### src/hw/sefc_defs.vh
/*
  Register offsets, field positions, reset values and timing counts for
  the switch event and forwarding control block.
  Assumes one 100 MHz switch clock and byte-wide registers.
*/
`ifndef SEFC_DEFS_VH
`define SEFC_DEFS_VH

`define SEFC_ADDR_INT_FLAGS 8'h7C
`define SEFC_ADDR_INT_MASK 8'h7D
`define SEFC_ADDR_RF_FLAGS 8'h7E
`define SEFC_ADDR_RF_ENABLE 8'h7F
`define SEFC_ADDR_PRIO_LOW 8'h80
`define SEFC_ADDR_PRIO_HIGH 8'h81
`define SEFC_ADDR_SPLIT 8'h82
`define SEFC_ADDR_UUC_FWD 8'h83
`define SEFC_ADDR_UMC_FWD 8'h84
`define SEFC_ADDR_UVID_FWD 8'h85
`define SEFC_ADDR_SELF_IPMC 8'h86
`define SEFC_ADDR_RATE_CFG 8'h87
`define SEFC_ADDR_MAC0 8'h68
`define SEFC_ADDR_MAC5 8'h6D

`define SEFC_RST_PRIO_LOW 8'h50
`define SEFC_RST_PRIO_HIGH 8'hFA
`define SEFC_RST_SPLIT 2'h2
`define SEFC_RST_SPLIT_RSVD 6'h08
`define SEFC_RST_UUC_RSVD 2'h2
`define SEFC_RST_UMC_RSVD 2'h1
`define SEFC_RST_RATE_SEL 2'h1
`define SEFC_RST_MAC 48'h0010A1FFFFFF

`define SEFC_BIT_POWER 4
`define SEFC_BIT_FWD_EN 5
`define SEFC_BIT_SELF_EN 6
`define SEFC_SPLIT_MSB 7
`define SEFC_SPLIT_LSB 6
`define SEFC_RATE_MSB 5
`define SEFC_RATE_LSB 4
`define SEFC_SYNC_WARM 2'h3

`define SEFC_SPLIT_RES012_LOW 2'h0
`define SEFC_SPLIT_RES01_LOW 2'h2
`define SEFC_SPLIT_RES0_LOW 2'h3
`define SEFC_RES_LOWEST 2'h0
`define SEFC_RES_HIGHEST 2'h3
`define SEFC_RES_ONE 2'h1

`define SEFC_CLK_MHZ 100
`define SEFC_PERIOD_16_MS 16
`define SEFC_PERIOD_64_MS 64
`define SEFC_PERIOD_256_MS 256
`define SEFC_CYC_PER_MS (`SEFC_CLK_MHZ * 1000)

`endif

### src/hw/sefc_fwd_map.v
/*
  One unknown-frame forwarding selector: enable plus five-bit port mask.
  Assumes the classifier holds frame_hit for one cycle per frame.
*/
`include "sefc_defs.vh"

module sefc_fwd_map (
  input wire clk,
  input wire sys_rst,
  input wire fwd_enable,
  input wire [4:0] port_map,
  input wire frame_hit,
  output reg [4:0] dest_ports,
  output reg frame_drop
);
  // Bit n of the map selects port n+1; any combination is honoured [RULE17]
  always @(posedge clk or posedge sys_rst) begin
    if (sys_rst) begin
      dest_ports <= 5'h00;
      frame_drop <= 1'b0;
    end else begin
      dest_ports <= (frame_hit && fwd_enable) ? port_map : 5'h00; // [RULE10] [RULE11]
      // A zero map or a cleared enable discards the frame [RULE10]
      frame_drop <= frame_hit && (!fwd_enable || (port_map == 5'h00));
    end
  end
endmodule

### src/hw/sefc_period_timer.v
/*
  Ingress rate-limit unit period tick generator.
  Assumes a 100 MHz clock; period counts are parameters so benches can shorten them.
*/
`include "sefc_defs.vh"

module sefc_period_timer #(
  parameter [31:0] CYC_16 = `SEFC_PERIOD_16_MS * `SEFC_CYC_PER_MS,
  parameter [31:0] CYC_64 = `SEFC_PERIOD_64_MS * `SEFC_CYC_PER_MS,
  parameter [31:0] CYC_256 = `SEFC_PERIOD_256_MS * `SEFC_CYC_PER_MS
) (
  input wire clk,
  input wire sys_rst,
  input wire [1:0] period_sel,
  output reg period_tick
);
  reg [31:0] count;
  wire [31:0] limit;

  // 00 is 16 ms, 01 is 64 ms, 1x is 256 ms [RULE16]
  assign limit = period_sel[1] ? CYC_256 : (period_sel[0] ? CYC_64 : CYC_16);

  always @(posedge clk or posedge sys_rst) begin
    if (sys_rst) begin
      count <= 32'h00000000;
      period_tick <= 1'b0;
    end else if (count >= limit - 32'h00000001) begin
      // >= so a shortened period after a reselect ends at once
      count <= 32'h00000000;
      period_tick <= 1'b1;
    end else begin
      count <= count + 32'h00000001;
      period_tick <= 1'b0;
    end
  end
endmodule

### src/hw/sefc_top.v
/*
  Register bank of the switch event and forwarding control block.
  Assumes a byte register port fed by the serial management slave in
  the switch clock domain; link, power and rule-filter events are pins.
*/
// Function
// RULE1: Port flags latch on link change, stay set until one written.
// RULE2: Mask bits: power in bit 4, ports in 3..0; one enables; reset zero.
// RULE3: Interrupt request active while any flag is set with its mask bit.
// RULE4: Read-only five-bit rule-filter event field, one bit per port.
// RULE5: Writable five-bit rule-filter interrupt enable, reset zero.
// RULE6: Each of eight tag priorities maps to a programmable 2-bit queue.
// RULE7: Queue three is highest priority, queue zero lowest.
// RULE8: Two-queue fold: result 0 low, 3 high, 1 and 2 by split select.
// RULE9: Split 00: 0-2 low; 10: 0-1 low; 11: only 0 low; 01 forbidden.
// RULE10: Unknown unicast goes to the port map when enabled; 00000 discards.
// RULE11: Map 00001 port one, 00011 ports one-two, 11111 all ports.
// RULE12: Unknown non-IP multicast uses its own enable and port map.
// RULE13: Unknown VLAN ID frames use enable and map; 00000 drops, 11111 floods.
// RULE14: Unknown IP multicast uses its own enable and map, reset zero.
// RULE15: Self-address filter enable bit 6 drops frames with own MAC.
// RULE16: Rate period field: 00 16 ms, 01 64 ms (reset), 1x 256 ms.
// RULE17: Port map bit n selects port n+1; every combination honoured.
// RULE18: Power flag in bit 4 set by power event, cleared by writing one.
// RULE19: Own 48-bit MAC address held in six byte registers.
// RULE20: Software leaves reserved fields at their reset values.
`include "sefc_defs.vh"

module sefc_top #(
  parameter [31:0] CYC_16 = `SEFC_PERIOD_16_MS * `SEFC_CYC_PER_MS,
  parameter [31:0] CYC_64 = `SEFC_PERIOD_64_MS * `SEFC_CYC_PER_MS,
  parameter [31:0] CYC_256 = `SEFC_PERIOD_256_MS * `SEFC_CYC_PER_MS
) (
  input wire clk,
  input wire sys_rst,
  input wire [7:0] reg_addr,
  input wire [7:0] reg_wdata,
  input wire reg_write,
  input wire reg_read,
  output reg [7:0] reg_rdata,
  input wire [3:0] link_change,
  input wire power_event,
  input wire [4:0] rule_filter_hit,
  input wire [2:0] vlan_prio,
  input wire prio_valid,
  input wire [47:0] frame_da,
  input wire [47:0] frame_sa,
  input wire frame_valid,
  input wire uuc_hit,
  input wire umc_hit,
  input wire uvid_hit,
  input wire ipmc_hit,
  output reg irq,
  output reg rule_filter_irq,
  output reg [1:0] queue_4q,
  output reg queue_2q_high,
  output reg self_drop,
  output reg [4:0] uuc_ports,
  output reg uuc_drop,
  output reg [4:0] umc_ports,
  output reg umc_drop,
  output reg [4:0] uvid_ports,
  output reg uvid_drop,
  output reg [4:0] ipmc_ports,
  output reg ipmc_drop,
  output reg rate_period_tick
);

  // Pin inputs from outside the clock domain: two-stage synchronisers
  reg [3:0] link_s1;
  reg [3:0] link_s2;
  reg [3:0] link_s3;
  reg pwr_s1;
  reg pwr_s2;
  reg pwr_s3;
  reg [4:0] rf_s1;
  reg [4:0] rf_s2;
  // Link edges are ignored until the delay line holds real pin levels,
  // so a port that is already up at reset raises no false flag
  reg [1:0] sync_warm;

  // Register state
  reg [4:0] int_flags;
  reg [4:0] int_mask;
  reg [4:0] rule_filter_event_bits;
  reg [4:0] rule_filter_event_enables;
  reg [7:0] tag_priority_map_low;
  reg [7:0] tag_priority_map_high;
  reg [1:0] two_queue_split_select;
  reg uuc_en;
  reg umc_en;
  reg uvid_en;
  reg ipmc_en;
  reg self_en;
  reg [4:0] uuc_map;
  reg [4:0] umc_map;
  reg [4:0] uvid_map;
  reg [4:0] ipmc_map;
  reg [1:0] rate_sel;
  reg [47:0] own_mac;

  wire wr_flags = reg_write && (reg_addr == `SEFC_ADDR_INT_FLAGS);
  wire sync_ready = (sync_warm == `SEFC_SYNC_WARM);
  wire [3:0] link_edge = sync_ready ? (link_s2 ^ link_s3) : 4'h0;
  wire pwr_rise = pwr_s2 && !pwr_s3;
  wire [4:0] flag_set = {pwr_rise, link_edge};
  wire [4:0] flag_clr = wr_flags ? reg_wdata[4:0] : 5'h00;
  wire [4:0] next_int_flags = (int_flags & ~flag_clr) | flag_set;
  wire [15:0] prio_map = {tag_priority_map_high, tag_priority_map_low};
  wire [1:0] mapped_q = prio_map[{vlan_prio, 1'b0} +: 2];
  wire [4:0] fwd_dest [0:3];
  wire [3:0] fwd_drop;
  wire tick;
  reg next_high;
  reg [7:0] next_rdata;
  integer i;
  integer j;

  always @(posedge clk or posedge sys_rst) begin
    if (sys_rst) begin
      link_s1 <= 4'h0;
      link_s2 <= 4'h0;
      link_s3 <= 4'h0;
      pwr_s1 <= 1'b0;
      pwr_s2 <= 1'b0;
      pwr_s3 <= 1'b0;
      rf_s1 <= 5'h00;
      rf_s2 <= 5'h00;
      sync_warm <= 2'h0;
    end else begin
      // A power event already high at reset still counts as a rise
      if (sync_warm != `SEFC_SYNC_WARM) begin
        sync_warm <= sync_warm + 2'h1;
      end
      link_s1 <= link_change;
      link_s2 <= link_s1;
      link_s3 <= link_s2;
      pwr_s1 <= power_event;
      pwr_s2 <= pwr_s1;
      pwr_s3 <= pwr_s2;
      rf_s1 <= rule_filter_hit;
      rf_s2 <= rf_s1;
    end
  end

  // Event flags: a set in the same cycle as a write-one clear wins
  always @(posedge clk or posedge sys_rst) begin
    if (sys_rst) begin
      int_flags <= 5'h00;
      rule_filter_event_bits <= 5'h00;
    end else begin
      int_flags <= next_int_flags; // [RULE1] [RULE18]
      // Read-only per-port event indication, follows the filter engine [RULE4]
      rule_filter_event_bits <= rf_s2;
    end
  end

  // Writable configuration; reserved bits are not stored [RULE20]
  always @(posedge clk or posedge sys_rst) begin
    if (sys_rst) begin
      int_mask <= 5'h00;
      rule_filter_event_enables <= 5'h00;
      tag_priority_map_low <= `SEFC_RST_PRIO_LOW;
      tag_priority_map_high <= `SEFC_RST_PRIO_HIGH;
      two_queue_split_select <= `SEFC_RST_SPLIT;
      uuc_en <= 1'b0;
      uuc_map <= 5'h00;
      umc_en <= 1'b0;
      umc_map <= 5'h00;
      uvid_en <= 1'b0;
      uvid_map <= 5'h00;
      self_en <= 1'b0;
      ipmc_en <= 1'b0;
      ipmc_map <= 5'h00;
      rate_sel <= `SEFC_RST_RATE_SEL;
      own_mac <= `SEFC_RST_MAC;
    end else if (reg_write) begin
      case (reg_addr)
        `SEFC_ADDR_INT_MASK: int_mask <= reg_wdata[4:0]; // [RULE2]
        `SEFC_ADDR_RF_ENABLE: rule_filter_event_enables <= reg_wdata[4:0]; // [RULE5]
        `SEFC_ADDR_PRIO_LOW: tag_priority_map_low <= reg_wdata; // [RULE6]
        `SEFC_ADDR_PRIO_HIGH: tag_priority_map_high <= reg_wdata; // [RULE6]
        `SEFC_ADDR_SPLIT: begin
          two_queue_split_select <= reg_wdata[`SEFC_SPLIT_MSB:`SEFC_SPLIT_LSB];
        end
        `SEFC_ADDR_UUC_FWD: begin
          uuc_en <= reg_wdata[`SEFC_BIT_FWD_EN];
          uuc_map <= reg_wdata[4:0];
        end
        `SEFC_ADDR_UMC_FWD: begin
          umc_en <= reg_wdata[`SEFC_BIT_FWD_EN]; // [RULE12]
          umc_map <= reg_wdata[4:0];
        end
        `SEFC_ADDR_UVID_FWD: begin
          uvid_en <= reg_wdata[`SEFC_BIT_FWD_EN]; // [RULE13]
          uvid_map <= reg_wdata[4:0];
        end
        `SEFC_ADDR_SELF_IPMC: begin
          self_en <= reg_wdata[`SEFC_BIT_SELF_EN]; // [RULE15]
          ipmc_en <= reg_wdata[`SEFC_BIT_FWD_EN]; // [RULE14]
          ipmc_map <= reg_wdata[4:0];
        end
        `SEFC_ADDR_RATE_CFG: begin
          rate_sel <= reg_wdata[`SEFC_RATE_MSB:`SEFC_RATE_LSB]; // [RULE16]
        end
        default: begin
          // Six MAC bytes, most significant at the lowest address [RULE19]
          for (i = 0; i < 6; i = i + 1) begin
            if (reg_addr == `SEFC_ADDR_MAC0 + i[7:0]) begin
              own_mac[(5 - i) * 8 +: 8] <= reg_wdata;
            end
          end
        end
      endcase
    end
  end

  // Read mux; unmapped addresses read zero
  always @* begin
    next_rdata = 8'h00;
    case (reg_addr)
      `SEFC_ADDR_INT_FLAGS: next_rdata = {3'h0, int_flags};
      `SEFC_ADDR_INT_MASK: next_rdata = {3'h0, int_mask};
      `SEFC_ADDR_RF_FLAGS: next_rdata = {3'h0, rule_filter_event_bits}; // [RULE4]
      `SEFC_ADDR_RF_ENABLE: next_rdata = {3'h0, rule_filter_event_enables};
      `SEFC_ADDR_PRIO_LOW: next_rdata = tag_priority_map_low;
      `SEFC_ADDR_PRIO_HIGH: next_rdata = tag_priority_map_high;
      `SEFC_ADDR_SPLIT: next_rdata = {two_queue_split_select, `SEFC_RST_SPLIT_RSVD};
      `SEFC_ADDR_UUC_FWD: next_rdata = {`SEFC_RST_UUC_RSVD, uuc_en, uuc_map};
      `SEFC_ADDR_UMC_FWD: next_rdata = {`SEFC_RST_UMC_RSVD, umc_en, umc_map};
      `SEFC_ADDR_UVID_FWD: next_rdata = {2'h0, uvid_en, uvid_map};
      `SEFC_ADDR_SELF_IPMC: next_rdata = {1'b0, self_en, ipmc_en, ipmc_map};
      `SEFC_ADDR_RATE_CFG: next_rdata = {2'h0, rate_sel, 4'h0};
      default: begin
        for (j = 0; j < 6; j = j + 1) begin
          if (reg_addr == `SEFC_ADDR_MAC0 + j[7:0]) begin
            next_rdata = own_mac[(5 - j) * 8 +: 8];
          end
        end
      end
    endcase
  end

  // Two-queue fold of the 2-bit result
  always @* begin
    case (mapped_q)
      `SEFC_RES_LOWEST: next_high = 1'b0; // [RULE8]
      `SEFC_RES_HIGHEST: next_high = 1'b1; // [RULE8]
      default: begin
        // Split 01 is not allowed; it is decoded like 10 as a safe fallback
        case (two_queue_split_select)
          `SEFC_SPLIT_RES012_LOW: next_high = 1'b0; // [RULE9]
          `SEFC_SPLIT_RES0_LOW: next_high = 1'b1; // [RULE9]
          default: next_high = (mapped_q != `SEFC_RES_ONE); // [RULE9]
        endcase
      end
    endcase
  end

  // Output registers
  always @(posedge clk or posedge sys_rst) begin
    if (sys_rst) begin
      reg_rdata <= 8'h00;
      irq <= 1'b0;
      rule_filter_irq <= 1'b0;
      queue_4q <= 2'h0;
      queue_2q_high <= 1'b0;
      self_drop <= 1'b0;
      rate_period_tick <= 1'b0;
    end else begin
      if (reg_read) begin
        reg_rdata <= next_rdata;
      end
      irq <= |(next_int_flags & int_mask); // [RULE3]
      rule_filter_irq <= |(rf_s2 & rule_filter_event_enables); // [RULE5]
      if (prio_valid) begin
        // Higher code is the more urgent egress queue [RULE7]
        queue_4q <= mapped_q; // [RULE6]
        queue_2q_high <= next_high;
      end
      // Own address as source or destination is dropped at egress [RULE15]
      self_drop <= frame_valid && self_en &&
                   ((frame_da == own_mac) || (frame_sa == own_mac));
      rate_period_tick <= tick;
    end
  end

  always @* begin
    uuc_ports = fwd_dest[0];
    umc_ports = fwd_dest[1];
    uvid_ports = fwd_dest[2];
    ipmc_ports = fwd_dest[3];
    {ipmc_drop, uvid_drop, umc_drop, uuc_drop} = fwd_drop;
  end

  sefc_fwd_map u_uuc ( // [RULE10]
    .clk(clk),
    .sys_rst(sys_rst),
    .fwd_enable(uuc_en),
    .port_map(uuc_map),
    .frame_hit(uuc_hit),
    .dest_ports(fwd_dest[0]),
    .frame_drop(fwd_drop[0])
  );

  sefc_fwd_map u_umc ( // [RULE12]
    .clk(clk),
    .sys_rst(sys_rst),
    .fwd_enable(umc_en),
    .port_map(umc_map),
    .frame_hit(umc_hit),
    .dest_ports(fwd_dest[1]),
    .frame_drop(fwd_drop[1])
  );

  sefc_fwd_map u_uvid ( // [RULE13]
    .clk(clk),
    .sys_rst(sys_rst),
    .fwd_enable(uvid_en),
    .port_map(uvid_map),
    .frame_hit(uvid_hit),
    .dest_ports(fwd_dest[2]),
    .frame_drop(fwd_drop[2])
  );

  sefc_fwd_map u_ipmc ( // [RULE14]
    .clk(clk),
    .sys_rst(sys_rst),
    .fwd_enable(ipmc_en),
    .port_map(ipmc_map),
    .frame_hit(ipmc_hit),
    .dest_ports(fwd_dest[3]),
    .frame_drop(fwd_drop[3])
  );

  sefc_period_timer #(
    .CYC_16(CYC_16),
    .CYC_64(CYC_64),
    .CYC_256(CYC_256)
  ) u_timer (
    .clk(clk),
    .sys_rst(sys_rst),
    .period_sel(rate_sel),
    .period_tick(tick)
  );
endmodule

### config.mk
export PLATFORM = sky130hd
export DESIGN_NAME = sefc_top
export DESIGN_NICKNAME = d
export VERILOG_FILES = /design/src/hw/sefc_fwd_map.v /design/src/hw/sefc_period_timer.v /design/src/hw/sefc_top.v
export VERILOG_INCLUDE_DIRS = /design/src /design/src/hw
export SDC_FILE = /design/constraint.sdc
export NUM_CORES = 1
export LEC_CHECK = 0
export ABC_CLOCK_PERIOD_IN_PS = 7900
export BUFFER_PORTS_ARGS = -buffer_cell sky130_fd_sc_hd__buf_2
export CORE_ASPECT_RATIO = 0.6
export CORE_MARGIN = 4
export CORE_UTILIZATION = 23
export DETAILED_ROUTE_END_ITERATION = 10
export SYNTH_ARGS = -nofsm -noshare
export SYNTH_HDL_FRONTEND = slang
export SYNTH_SLANG_ARGS = --single-unit
### constraint.sdc
create_clock -name clk -period 7.9 [get_ports clk]
set_input_delay 0.79 -clock clk [delete_from_list [all_inputs] [get_ports clk]]
set_output_delay 0.79 -clock clk [all_outputs]
set_load 0.02 [all_outputs]
==> results by group <==
Worst setup path
  • Setup crit end kind: flip-flop
  • Worst setup endpoint: u_timer.count[16]$_DFF_PP0_
  • Critical path's top delay family: compound AO/OA/AOI/OAI gates
  • R2r worst-path depth: 8
  • Crit-path cells: inv_1 -> nand2_1 -> ha_1 -> nand4_1 -> nor3_1 -> nand4_1 -> o211ai_2 -> nor3_1
  • Reg2reg end: u_timer.count[16]$_DFF_PP0_
  • Critical-path maximum fanout: 27
  • Max incr delay on CP: 1000 ps
  • Critical Path RT: a little over 8000 ps
  • Crit path arrival time: roughly 3400 ps
  • FF-to-FF Start: rate_sel[1]$_DFFE_PP0P_
  • Crit path launch: rate_sel[1]$_DFFE_PP0P_
  • WS Path Type: flip-flop to flip-flop
  • Buf/Inv on CP: 1
  • Slowest cell on crit path: o211ai_2
  • Worst reg2reg setup slack: just under 5000 ps
  • Crit path depth: 8
  • Startpoint Class: flip-flop

CTS
  • CTS Buffer Depth: 3
  • CTS root buf: clkbuf_16
  • Worst-path clk slew: 60 ps
  • CTS buffer count: 23
  • CTS tree: done
  • Post-CTS sizing: 0
  • Skew-Pair Late Insertion Delay: ~550 ps
  • H-tree levels: 1
  • Cts-stage hold buffer count: 0
  • # clock sinks: approximately 210
  • Post-CTS Setup Bufs: 0

Finish
  • Fin cells: about 1,600
  • Final design utilization: about 28%
  • Layout cell share with drive strength beyond 1: around 38%
  • Finished Cell Area: 12,800 µm²
  • Area growth, synth to finish: 21.4%
  • Layout net count: approximately 1,200

Logic synthesis
  • Syn_area_per_cell: 12.3 µm²
  • Mapped Cells: 858
  • Post-synthesis async set-or-reset flop share: 100%
  • Main combinational cell family by area after synthesis: multiplexers
  • Simple-gate area share of the yosys netlist: between 10 and 15%
  • Seq cells post-synth: 212
  • Xor-xnor portion of the synthesized cell area: about a tenth
  • Leading area contributor after synthesis: dfrtp_1
  • Cell variety after synth: 62
  • Post-synthesis adder-cell area fraction: around 2.3%
  • EDFF count, synth: 0
  • Top_reg_cell synth: dfrtp_1
  • Ys Warns: 0
  • Synth Cell Area: 10,500 µm²
  • Sequential fraction of the synthesis area: just over 50%
  • Compound-gate portion of the synthesized area: roughly 5.5%
  • Multiplexer share of the synthesized area: 16.4%
  • Top cell type's share of synthesized area: roughly 41%
  • Synth area leaders: dfrtp_1 41%, mux2_2 11%, dfstp_2 9.5%

Route
  • Vias per std cell: between 4 and 5
  • Drt first pass iters: 5
  • Remaining antenna violation count after routing: 0
  • Routed vias: a little under 8,000
  • Per-cell routed wire length: 20.6 µm
  • Final WL: about 34 mm
  • 1st-iter DRT viols: between 600 and 700
  • DRC: 0

STA
  • Final count of pins violating max slew: 0
  • Worst Skew: a little under 20 ps
  • Worst relative slew slack: ~18%
  • FMAX: between 300 and 400 MHz
  • Setup WS post-layout: about 4800 ps
  • Crit share post-route: about two fifths
  • Final Setup Violations: 0
  • Setup total negative slack: 0 ps
  • RSZ-0062 raised after global routing: no
  • Fin crit period: between 3000 and 4000 ps
  • Final Hold Viols: 0
  • Worst slew pin tran: between 1000 and 1500 ps
  • Worst hold margin: between 300 and 400 ps

Min path
  • HP Class: flip-flop to flip-flop
  • Hold Crit Start: rf_s1[1]$_DFF_PP0_

Place
  • Pre-CTS setup slack: roughly 4700 ps
  • Gpl congestion: approximately 0.9
  • HPWL Detailed: around 25 mm
  • Port Buffers: ~170
  • Placed Instances: approximately 1,600
  • Placed inst area: 12,000 µm²

Floorplan
  • Die Ht: 174 µm
  • Die Wd: 284 µm
  • CORE AREA: roughly 45,000 µm²
  • Initial core utilization: between 20% and 30%
  • FP Rows: 60
  • I/O Pins: ~170
  • Die Area: around 50,000 µm²

Run status
  • Status: finished clean

Global routing
  • Tot GR Track Use: between 10% and 20%
  • Initial antenna violation count: 6
  • Largest net degree at the start of global routing: 145
  • First-pass GRT wire length: between 50 and 60 mm
  • Vias in the first global route: between 7,000 and 8,000
  • Grt total ovfl: 0

Power and ir drop
  • Design Power: 2.51 mW
  • Power per Cell Area: 197 nW/µm²
  • Max IR drop VDD: around 0.00015 V
  • Leak: ~5.8 nW

Flow run
  • Max Cap Viol: 0
[worst register-to-register path, delay by kind of cell, from the launching register on]
| family | cells | cell delay (ps) |
|---|---|---|
| DFF | 1 | 440 |
| adders and majority gates | 1 | 340 |
| and+or+nand+nor | 5 | 870 |
| buffers and inverters | 1 | 230 |
| AOI/OAI and AO/OA | 1 | 1000 |
[how the worst min path moves through the flow]
stage,endpoint,slack [ps],cells after the start
final,rf_s2[1]$_DFF_PP0_,350,0
after global routing,link_s1[1]$_DFF_PP0_,330,1
after CTS,link_s1[1]$_DFF_PP0_,320,1
after detailed placement,rate_period_tick$_DFF_PP0_,330,0
after global placement,rate_period_tick$_DFF_PP0_,330,0
after floorplan,link_s2[0]$_DFF_PP0_,330,0
[cells in the final DEF (no fill, tap or decap), types with 6 or more instances in the layout]
cell type	netlist	layout
nand4_1	30	30
clkinv_2	0	7
nor4_1	17	17
o211ai_1	6	6
clkbuf_16	0	23
a21oi_1	9	9
nand2_1	32	32
dfstp_2	38	38
buf_2	12	173
nand3_1	30	30
nor2_1	24	24
nor3_1	30	30
mux2_2	107	107
or4_1	7	7
and2_1	7	7
xnor2_1	45	45
and3_1	25	25
o21ai_0	28	28
ha_1	19	19
mux4_2	19	19
conb_1	1	6
mux2i_1	9	9
nor2_2	6	6
dfrtp_1	174	174
xor2_1	80	80
inv_1	14	13
[routing by layer]
layer | track usage, % | share of wire [%] | vias to the layer above
li1 | - | - | 3489
met1 | 19.2 | 47 | 3916
met2 | 20.3 | 44 | 264
met3 | 3.22 | 6.7 | 56
met4 | 3.13 | 2.2 | 6
met5 | 0 | 0.11 | -
[sequential cells by signal, summed over array words and instances, names as in the netlist, 8 cells and up]
name and cells:
own_mac 48, u_timer.count 32, reg_rdata 8, tag_priority_map_high 8, tag_priority_map_low 8
[synthesized netlist by cell type (2+ instances only)]
master	number
buf_2	12
nor2_1	24
o221ai_1	2
a221oi_1	5
nand2b_1	2
a31oi_1	5
a32oi_1	2
xor2_1	80
o32ai_1	2
clkbuf_1	16
and2_1	7
nor4b_1	2
nand4_1	30
dfrtp_1	174
dfstp_2	38
nor3_1	30
nand2_1	32
nor3b_2	2
a221o_1	2
and4_1	4
or3_1	4
o22a_1	2
a22o_1	4
or4_1	7
o211ai_1	6
ha_1	19
inv_1	14
mux4_2	19
o21ai_0	28
mux2_2	107
and3_1	25
a21oi_1	9
nor2_2	6
a41oi_1	3
buf_1	2
buf_4	4
nor2b_1	5
nand3_1	30
a22oi_1	2
mux2i_1	9
nor4_1	17
xnor2_1	45
[area by class of cell]
type                            count  area, µm²
Fill cell                        4600      32200
Clock buffer                       27        631
Inverter                           15       63.8
Clock inverter                     14        131
Antenna cell                        3       7.51
Tap cell                          589        737
Sequential cell                   212       5350
Multi-Input combinational cell    601       4960
Timing Repair Buffer              175        881
[power breakdown]
group	leakage, nW	internal (mW)	switching [mW]	total [mW]
logic	2.76	0.104	0.132	0.236
registers	2.66	1.14	0.0512	1.19
clock network	0.388	0.615	0.475	1.09
[logic make-up (layout without fill, tap and decap cells)]
kind of cell               after synthesis  count (layout)
muxes                                  135             135
AOI/OAI and AO/OA                       82              82
and+or+nand+nor                        234             234
xor gates and xnor gates               125             125
other                                    1               9
buffers and inverters                   50             231
DFF                                    212             212
adders and majority gates               19              19
No activity file was read; power rests on OpenSTA's default activity.
